==> src/vectored_irq_ctrl_defs.vh <==
// Contract
// - Source 0 is the fast interrupt pin and drives the fast request line.
// - Source 1 is the combined system peripheral group request.
// - Every source has its own enable and vector; masked sources never interrupt.
// - Internal sources select edge or level detection by software.
// - External sources select rising, falling, high or low detection.
// - Eight-level priority resolver picks the pending source and drives normal request.
// - Strictly higher priority source re-asserts normal request during service.
// - Every source has a separate software-written vector register.
// - Current vector read returns the vector of the winning pending source.
// - In protect mode reads cause no automatic state change.
// - Software can redirect any source onto the fast request line.
// - General mask holds request lines off while pending is still recorded.
// - Sources 2-15 peripherals, 16-28 reserved, 29 and 30 external pins.
`ifndef VECTORED_IRQ_CTRL_DEFS_VH
`define VECTORED_IRQ_CTRL_DEFS_VH
`define OFS_MODE 10'h000
`define OFS_VECT 10'h080
`define OFS_CURVEC 10'h100
`define OFS_FASTVEC 10'h104
`define OFS_CURSRC 10'h108
`define OFS_PEND 10'h10c
`define OFS_ENABLED 10'h110
`define OFS_ENSET 10'h114
`define OFS_ENCLR 10'h118
`define OFS_PENDCLR 10'h11c
`define OFS_PENDSET 10'h120
`define OFS_EOI 10'h124
`define OFS_SPURVEC 10'h128
`define OFS_DBGCTL 10'h12c
`define OFS_FASTSEL 10'h130
`define OFS_EVTSTAT 10'h134
`define OFS_EVTMASK 10'h138
`define MODE_PRI_LSB 0
`define MODE_TYP_LSB 5
`define TYP_EDGE_BIT 0
`define TYP_POS_BIT 1
`define DBG_PROT_BIT 0
`define DBG_GMASK_BIT 1
`define EVT_SPUR_BIT 0
`define EVT_EOIERR_BIT 1
`define SRC_FAST 0
`define SRC_SYS 1
`define SRC_EXT_A 29
`define SRC_EXT_B 30
`define SRC_IMPL_MASK 32'h6000ffff
`define RST_PRI 3'h0
`define RST_TYP 2'h0
`define RST_WORD 32'h00000000
`endif

==> src/vectored_irq_ctrl.v <==
`timescale 1ns/1ps
`include "vectored_irq_ctrl_defs.vh"
module vectored_irq_ctrl (
  input wire core_clk,
  input wire arst_n,
  input wire fastIrqInput,
  input wire extIrqInputA,
  input wire extIrqInputB,
  input wire sysIrq,
  input wire [13:0] periphIrq,
  input wire [9:0] regAddr,
  input wire [31:0] regWdata,
  input wire regWr,
  input wire regRd,
  output reg [31:0] regRdata,
  output reg normal_irq_line_n,
  output reg fast_irq_line_n,
  output reg ctrlIrq
);

  // ---------------------------------------------------------------
  // Decode helpers
  // ---------------------------------------------------------------
  // The three pin sources are the only ones with a polarity choice.
  function isExt;
    input integer src;
    begin
      isExt = (src == `SRC_FAST) || (src == `SRC_EXT_A) ||
              (src == `SRC_EXT_B);
    end
  endfunction

  function hit;
    input [9:0] a;
    input [9:0] ofs;
    begin
      hit = (a == ofs);
    end
  endfunction

  // Reserved numbers keep no configuration and always read back as zero,
  // so software cannot park state where no source exists.
  function isImpl;
    input [4:0] src;
    reg [31:0] impl;
    begin
      impl = `SRC_IMPL_MASK;
      isImpl = impl[src];
    end
  endfunction

  // ---------------------------------------------------------------
  // State
  // ---------------------------------------------------------------
  reg [2:0] pinMeta_q;
  reg [2:0] pinSync_q;
  reg [2:0] priQ [0:31];
  reg [1:0] typQ [0:31];
  reg [31:0] vectQ [0:31];
  reg [31:0] enable_q;
  reg [31:0] pend_q;
  reg [31:0] lvlPrev_q;
  reg [31:0] fastSel_q;
  reg [31:0] spurVec_q;
  reg protect_q;
  reg gmask_q;
  reg [2:0] stkPri [0:7];
  reg [4:0] stkSrc [0:7];
  reg [3:0] depth_q;
  reg [1:0] evt_q;
  reg [1:0] evtMask_q;
  // One loop index per process, so no variable has two drivers.
  integer n;
  integer k;
  integer c;
  integer s;

  // ---------------------------------------------------------------
  // Source map and detection
  // ---------------------------------------------------------------
  wire [31:0] rawSrc;
  wire [31:0] actLvl;
  wire [31:0] isEdge;
  // Bit 31 and the reserved block are tied low.
  assign rawSrc = {1'b0, pinSync_q[2], pinSync_q[1], 13'h0000,
                   periphIrq, sysIrq, pinSync_q[0]};

  genvar g;
  generate
    for (g = 0; g < 32; g = g + 1) begin : detect
      if (isExt(g)) begin : ext
        // Polarity bit clear means low level or falling edge.
        assign actLvl[g] = rawSrc[g] ~^ typQ[g][`TYP_POS_BIT];
      end else begin : intl
        assign actLvl[g] = rawSrc[g];
      end
      assign isEdge[g] = typQ[g][`TYP_EDGE_BIT];
    end
  endgenerate

  // ---------------------------------------------------------------
  // Priority resolution
  // ---------------------------------------------------------------
  wire [31:0] fastMap;
  wire [31:0] normCand;
  wire fastAct;
  wire [2:0] topPri;
  wire [4:0] curSrc;
  reg [4:0] bestSrc;
  reg [2:0] bestPri;
  reg found;
  wire irqValid;

  // Fast-routed sources bypass the service stack; they stay pending
  // until software clears them or the input falls away.
  assign fastMap = fastSel_q | 32'h00000001;
  assign normCand = pend_q & enable_q & ~fastMap;
  assign fastAct = |(pend_q & enable_q & fastMap);
  // Depth zero means nothing is in service, so any enabled level may win.
  assign topPri = (depth_q == 4'h0) ? 3'h0 :
                  stkPri[depth_q[2:0] - 3'h1];
  assign curSrc = (depth_q == 4'h0) ? 5'h00 :
                  stkSrc[depth_q[2:0] - 3'h1];

  always @* begin
    bestSrc = 5'h00;
    bestPri = 3'h0;
    found = 1'b0;
    // Ascending scan with a strict compare keeps the lowest number on ties.
    for (n = 0; n < 32; n = n + 1) begin
      if (normCand[n] && (!found || priQ[n] > bestPri)) begin
        bestSrc = n[4:0];
        bestPri = priQ[n];
        found = 1'b1;
      end
    end
  end

  // Only a strictly higher level may interrupt the one in service.
  assign irqValid = found &&
                    (depth_q == 4'h0 || bestPri > topPri);

  // ---------------------------------------------------------------
  // Bus side effects
  // ---------------------------------------------------------------
  wire inModes;
  wire inVects;
  wire [4:0] idx;
  wire implIdx;
  wire ackDo;
  wire ackRead;
  wire push;
  wire eoi;
  wire fastClr;
  wire [31:0] ackMask;
  wire [31:0] swClr;
  wire [31:0] swSet;
  wire [1:0] evtSet;
  wire [1:0] evtClr;

  assign inModes = (regAddr[9:7] == 3'h0);
  assign inVects = (regAddr[9:7] == 3'h1);
  assign idx = regAddr[6:2];
  assign implIdx = isImpl(idx);
  // With protect set the acknowledge moves from the read to a write.
  assign ackRead = regRd && hit(regAddr, `OFS_CURVEC);
  assign ackDo = protect_q ? (regWr && hit(regAddr, `OFS_CURVEC))
                           : ackRead;
  assign push = ackDo && irqValid;
  assign eoi = regWr && hit(regAddr, `OFS_EOI);
  assign fastClr = regRd && hit(regAddr, `OFS_FASTVEC) && !protect_q;
  assign ackMask = push ? (32'h00000001 << bestSrc) : 32'h00000000;
  // Software set and clear reach edge sources only.
  assign swClr = (regWr && hit(regAddr, `OFS_PENDCLR)) ? regWdata
                                                       : 32'h00000000;
  assign swSet = (regWr && hit(regAddr, `OFS_PENDSET)) ? regWdata
                                                       : 32'h00000000;
  assign evtSet[`EVT_SPUR_BIT] = ackDo && !irqValid;
  assign evtSet[`EVT_EOIERR_BIT] = eoi && (depth_q == 4'h0);
  assign evtClr = (regWr && hit(regAddr, `OFS_EVTSTAT)) ? regWdata[1:0]
                                                        : 2'h0;

  // ---------------------------------------------------------------
  // Pending and configuration registers
  // ---------------------------------------------------------------
  reg [31:0] pend_d;
  always @* begin
    pend_d = pend_q;
    for (k = 0; k < 32; k = k + 1) begin
      if (isEdge[k]) begin
        // A new edge in the clearing cycle survives the clear.
        pend_d[k] = (pend_q[k] & ~swClr[k] & ~ackMask[k] &
                     ~(fastClr && k == `SRC_FAST)) |
                    (actLvl[k] & ~lvlPrev_q[k]) | swSet[k];
      end else begin
        pend_d[k] = actLvl[k];
      end
    end
    // Reserved bits stay low so a stray software set makes no phantom.
    pend_d = pend_d & `SRC_IMPL_MASK;
  end

  always @(posedge core_clk or negedge arst_n) begin
    if (!arst_n) begin
      pinMeta_q <= 3'h0;
      pinSync_q <= 3'h0;
      pend_q <= `RST_WORD;
      lvlPrev_q <= `RST_WORD;
    end else begin
      // Only the second stage feeds the detectors; the first may be unsettled.
      pinMeta_q <= {extIrqInputB, extIrqInputA, fastIrqInput};
      pinSync_q <= pinMeta_q;
      pend_q <= pend_d;
      lvlPrev_q <= actLvl;
    end
  end

  always @(posedge core_clk or negedge arst_n) begin
    if (!arst_n) begin
      for (c = 0; c < 32; c = c + 1) begin
        priQ[c] <= `RST_PRI;
        typQ[c] <= `RST_TYP;
        vectQ[c] <= `RST_WORD;
      end
      enable_q <= `RST_WORD;
      fastSel_q <= `RST_WORD;
      spurVec_q <= `RST_WORD;
      protect_q <= 1'b0;
      gmask_q <= 1'b0;
      evtMask_q <= 2'h0;
    end else if (regWr) begin
      if (inModes && implIdx) begin
        priQ[idx] <= regWdata[`MODE_PRI_LSB +: 3];
        typQ[idx] <= regWdata[`MODE_TYP_LSB +: 2];
      end
      if (inVects && implIdx) begin
        vectQ[idx] <= regWdata;
      end
      if (hit(regAddr, `OFS_ENSET)) begin
        enable_q <= (enable_q | regWdata) & `SRC_IMPL_MASK;
      end
      if (hit(regAddr, `OFS_ENCLR)) begin
        enable_q <= enable_q & ~regWdata;
      end
      if (hit(regAddr, `OFS_FASTSEL)) begin
        fastSel_q <= regWdata & `SRC_IMPL_MASK;
      end
      if (hit(regAddr, `OFS_SPURVEC)) begin
        spurVec_q <= regWdata;
      end
      if (hit(regAddr, `OFS_DBGCTL)) begin
        protect_q <= regWdata[`DBG_PROT_BIT];
        gmask_q <= regWdata[`DBG_GMASK_BIT];
      end
      if (hit(regAddr, `OFS_EVTMASK)) begin
        evtMask_q <= regWdata[1:0];
      end
    end
  end

  // ---------------------------------------------------------------
  // Service stack
  // ---------------------------------------------------------------
  // Depth never passes eight: each push needs a strictly higher level.
  always @(posedge core_clk or negedge arst_n) begin
    if (!arst_n) begin
      for (s = 0; s < 8; s = s + 1) begin
        stkPri[s] <= 3'h0;
        stkSrc[s] <= 5'h00;
      end
      depth_q <= 4'h0;
    end else if (push && depth_q != 4'h8) begin
      stkPri[depth_q[2:0]] <= bestPri;
      stkSrc[depth_q[2:0]] <= bestSrc;
      depth_q <= depth_q + 4'h1;
    end else if (eoi && depth_q != 4'h0) begin
      // An end of service with nothing in service only raises an event.
      depth_q <= depth_q - 4'h1;
    end
  end

  // ---------------------------------------------------------------
  // Read data
  // ---------------------------------------------------------------
  reg [31:0] rd_d;
  always @* begin
    rd_d = 32'h00000000;
    if ((inModes || inVects) && !implIdx) begin
      rd_d = 32'h00000000;
    end else if (inModes) begin
      rd_d = {25'h0000000, typQ[idx], 2'h0, priQ[idx]};
    end else if (inVects) begin
      rd_d = vectQ[idx];
    end else begin
      case (regAddr)
        `OFS_CURVEC: rd_d = irqValid ? vectQ[bestSrc] : spurVec_q;
        `OFS_FASTVEC: rd_d = vectQ[`SRC_FAST];
        `OFS_CURSRC: rd_d = {27'h0000000, curSrc};
        `OFS_PEND: rd_d = pend_q;
        `OFS_ENABLED: rd_d = enable_q;
        `OFS_SPURVEC: rd_d = spurVec_q;
        `OFS_DBGCTL: rd_d = {30'h00000000, gmask_q, protect_q};
        `OFS_FASTSEL: rd_d = fastSel_q;
        `OFS_EVTSTAT: rd_d = {30'h00000000, evt_q};
        `OFS_EVTMASK: rd_d = {30'h00000000, evtMask_q};
        default: rd_d = 32'h00000000;
      endcase
    end
  end

  // ---------------------------------------------------------------
  // Outputs
  // ---------------------------------------------------------------
  // Both lines are registered, so they trail the resolver by one cycle:
  // a request stays low on the acknowledging edge and rises one later.
  wire normalReq;
  wire fastReq;
  wire [1:0] evtNext;
  assign normalReq = irqValid && !gmask_q;
  assign fastReq = fastAct && !gmask_q;
  // An event in the cycle of its write-one clear stays set.
  assign evtNext = (evt_q & ~evtClr) | evtSet;

  always @(posedge core_clk or negedge arst_n) begin
    if (!arst_n) begin
      regRdata <= 32'h00000000;
      normal_irq_line_n <= 1'b1;
      fast_irq_line_n <= 1'b1;
      evt_q <= 2'h0;
      ctrlIrq <= 1'b0;
    end else begin
      regRdata <= regRd ? rd_d : 32'h00000000;
      normal_irq_line_n <= ~normalReq;
      fast_irq_line_n <= ~fastReq;
      evt_q <= evtNext;
      ctrlIrq <= |(evtNext & evtMask_q);
    end
  end

endmodule // vectored_irq_ctrl

==> config.mk <==
export PLATFORM = sky130hd
export DESIGN_NAME = vectored_irq_ctrl
export DESIGN_NICKNAME = d
export VERILOG_FILES = /design/src/vectored_irq_ctrl.v
export VERILOG_INCLUDE_DIRS = /design/src
export SDC_FILE = /design/constraint.sdc
export NUM_CORES = 2
export LEC_CHECK = 0
export BUFFER_PORTS_ARGS = -buffer_cell sky130_fd_sc_hd__buf_2
export CAP_MARGIN = 20
export CORE_ASPECT_RATIO = 1.25
export CORE_UTILIZATION = 45
export CTS_CLUSTER_SIZE = 24
export DETAILED_ROUTE_END_ITERATION = 16
export REMOVE_ABC_BUFFERS = 1
export SLEW_MARGIN = 15
export SYNTH_ARGS = -nofsm -noshare
export SYNTH_HDL_FRONTEND = slang
export SYNTH_SLANG_ARGS = --single-unit
==> constraint.sdc <==
create_clock -name core_clk -period 24.8 [get_ports core_clk]
set_clock_uncertainty 0.2 [all_clocks]
set_input_delay 3.72 -clock core_clk [delete_from_list [all_inputs] [get_ports core_clk]]
set_output_delay 3.72 -clock core_clk [all_outputs]
set_load 0.03 [all_outputs]
==> flow_metrics.py <==
metrics = {
    "floorplanning": {
        "die_area_um2": 152000,
        "die_w_um": 348,
        "start_util": 0.454,
        "ios": 99,
        "core-area_um2": 149000,
        "row_count": 158,
        "fp.dieH_um": 435,
    },
    "clocking": {
        "cts_buffers": 146,
        "ctsHtreeMaxLevel": 4,
        "clkSlewWorstSetupHoldPaths_ns": 0.06,
        "cts_tree": "done",
        "cts_sinks": 1417,
        "clock_latency_ns": 0.81,
        "clockBufferDepth": 3,
        "clockRootBuffer": "clkbuf_16",
    },
    "worst_setup_path": {
        "ff2ff_setup_slack_ns": 0.43,
        "cpPeakStageDelay_ns": 0.70,
        "critical-path-slowest-cell": "a2111oi_0",
        "crit_path_end_kind": "flip-flop",
        "cp_data_required_time_ns": 25.29,
        "cp-start-kind": "flip-flop",
        "crit_fanout": 121,
        "critical_path_arrival_ns": 24.87,
        "critPathKind": "flip-flop to flip-flop",
        "crit_top_cell": "a21oi_2",
    },
    "synthesis": {
        "synth_top_area_frac": 0.525,
        "synth_cell_types": 90,
        "synth_largest_area_cell": "dfrtp_1",
        "yosysWarnings": 0,
        "ys_async_sr_fraction": 1.00,
        "synth-seq-cells": 1417,
        "synth_edf_count": 0,
        "synth_ff_type": "dfrtp_1",
        "synth.avg_cell_area_um2": 12.4,
        "syn-cell-area_um2": 67500,
        "ys_seq_area_frac": 0.525,
        "synth_cells": 5448,
        "synthTopCellsByArea": "dfrtp_1 (52%), mux2_2 (13%), mux4_2 (10%), clkbuf_1 (4.3%), a21oi_1 (2.0%)",
    },
    "layout": {
        "finish.utilization": 0.515,
        "layout-drive-gt1-share": 0.384,
        "final_common_cell": "dfrtp_1",
        "nets": 5290,
        "area_growth_pct": 13.4,
        "layout_common_cells": "dfrtp_1 (1415), mux2_2 (786), buf_4 (315), mux4_2 (313), nand2_1 (273)",
    },
    "detailed_routing": {
        "wl_mm": 227,
        "vias": 47000,
        "viasPerCell": 6.44,
        "postRouteAntennaNets": 0,
        "wl_met1_mm": 87.3,
        "drtIter0Drc": 5215,
        "post_drt_wl_per_cell_um": 31.2,
        "dr_wl_met2_mm": 108,
        "wl_met3_mm": 18.5,
        "top_layer_used": "met5",
        "firstDrtPassIters": 8,
        "drc": 0,
    },
    "pwr": {
        "pwr-share-comb": 0.126,
        "p_total_w": 0.00536,
        "switching_share": 0.265,
        "vdd_drop_max_uv": 59.8,
        "clockPowerShare": 0.427,
        "cellInternalPower_w": 0.00394,
        "power.density_nw_per_um2": 70.1,
        "seqPwrFrac": 0.447,
        "power_leakage_nw": 35.3,
        "switching_power_w": 0.00142,
    },
    "grt": {
        "grt-ovfl-total": 0,
        "grt_pass1_vias": 47600,
        "grt_pass1_wl_mm": 332,
        "grt_max_degree": 158,
        "grt_usage": 0.298,
        "antenna_found_initial": 16,
    },
    "sta": {
        "fin_crit_ns": 24.37,
        "worstMarginPinSlew_ns": 1.13,
        "worst_slack_ns": 0.425,
        "period_share": 0.983,
        "setup_viol": 0,
        "max_freq_mhz": 41.0,
        "relSlewSlack": 0.242,
        "fin_tns_setup_ns": 0,
        "drv_slew": 0,
        "finalHoldViolCount": 0,
    },
    "place": {
        "place_ws_ns": -0.999,
        "gp_congestion": 0.924,
        "hpwl_mm": 141,
        "numPortBuffers": 98,
    },
    "run_status": {
        "status": "finished, final reports clean",
    },
    "run": {
        "maxCapViolations": 0,
    },
    "worst_hold_path": {
        "holdCritPathClass": "flip-flop to flip-flop",
    },
}
==> sequential cells by signal, summed over array words and instances, names as in the netlist, 24 cells and up, named ones only <==
| register | flops |
|---|---|
| stkPri | 24 |
| stkSrc | 40 |
| priQ | 96 |
| isEdge | 32 |
| typQ | 32 |
| regRdata | 32 |
| spurVec_q | 32 |
| vectQ | 1024 |
==> final cells by class <==
type	instances	area (um2)
diodes	3	7.51
clock buffers	208	4260
clock inverters	55	674
fillers	12700	72100
inverters	43	161
multi-input cells	3107	29700
flip-flops and latches	1417	35500
well taps	2000	2500
repair buffers	461	3750
==> synthesized netlist by cell type, drive strengths merged, types with 30 or more instances <==
| cell type | number |
|---|---|
| o21ai | 166 |
| nor3 | 109 |
| nand3 | 52 |
| clkbuf | 766 |
| inv | 43 |
| nor4 | 48 |
| buf | 115 |
| mux2 | 792 |
| a21oi | 273 |
| ha | 49 |
| o22ai | 141 |
| a31oi | 39 |
| mux2i | 65 |
| dfrtp | 1415 |
| nand2 | 291 |
| a211o | 34 |
| and3 | 30 |
| a211oi | 77 |
| nor2 | 148 |
| mux4 | 313 |
| o31ai | 92 |
| a2111oi | 45 |
==> worst paths after layout <==
check / depth (start not counted) / to / from
setup / recovery: 137 / regRdata[27]$_DFF_PN0_ / fastSel_q[1]$_DFFE_PN0P_
hold / removal: 0 / pinSync_q[0]$_DFF_PN0_ / pinMeta_q[0]$_DFF_PN0_
min in group asynchronous: 1 / regRdata[25]$_DFF_PN0_ / arst_n
hold reg to reg: 0 / pinSync_q[0]$_DFF_PN0_ / pinMeta_q[0]$_DFF_PN0_
max in group asynchronous: 4 / vectQ[510]$_DFFE_PN0P_ / arst_n
setup reg to reg: 137 / regRdata[27]$_DFF_PN0_ / fastSel_q[1]$_DFFE_PN0P_
==> metrics by stage <==
step | cell area, um2 | hold WS (ns) | instances
6_report | 76500 | 0.151 | 7294
5_1_grt | 76500 | 0.148 | 7292
2_1_floorplan | 64000 | 0.131 | 4567
4_1_cts | 75200 | 0.147 | 7248
3_5_place_dp | 70100 | 0.136 | 6981
3_3_place_gp | 70100 | 0.146 | 6980
==> routing by layer <==
layer / track usage / up-vias
met5: 0 / -
met4: 0.149 / 16
met3: 0.0584 / 662
met2: 0.476 / 2424
met1: 0.387 / 24500
li1: - / 19400
==> repair_timing <==
item	in CTS	in global routing
pin swaps	11	130
setup buffers	4	40
gates cloned	0	2
endpoints found under the setup margin	120	120
hold buffers	0	0
resized for setup	35	203
==> kinds of logic (layout without fill, tap and decap cells) <==
logic type	count (synthesis)	in the layout	synth area share
AND/OR/NAND/NOR	793	793	0.0557
AO/OA/AOI/OAI	1087	1087	0.108
adder cells (fa/ha/maj)	50	50	0.00938
buffers and inverters	924	767	0.0537
XOR/XNOR	7	7	0.000908
flip-flops	1417	1417	0.525
multiplexers	1170	1170	0.246
other	0	3	0
==> worst max-delay path, delay by kind of cell (launching register included) <==
| family | cells | cell delay, ns |
|---|---|---|
| fa+ha+maj | 16 | 4.10 |
| flops | 1 | 0.38 |
| buf+inv | 15 | 2.39 |
| compound gates | 77 | 12.70 |
| simple gates | 29 | 4.39 |
==> power groups by stage <==
stage | sequential [W] | combinational, W | clock, W
CTS | 0.00239 | 0.000635 | 0.00232
global route | 0.00240 | 0.000711 | 0.00241
floorplan | 0.00243 | 0.000294 | 0
global placement | 0.00244 | 0.000624 | 0
detailed placement | 0.00244 | 0.000627 | 0
finish | 0.00240 | 0.000677 | 0.00229
Note: power is estimated with default switching activity, not from simulation.
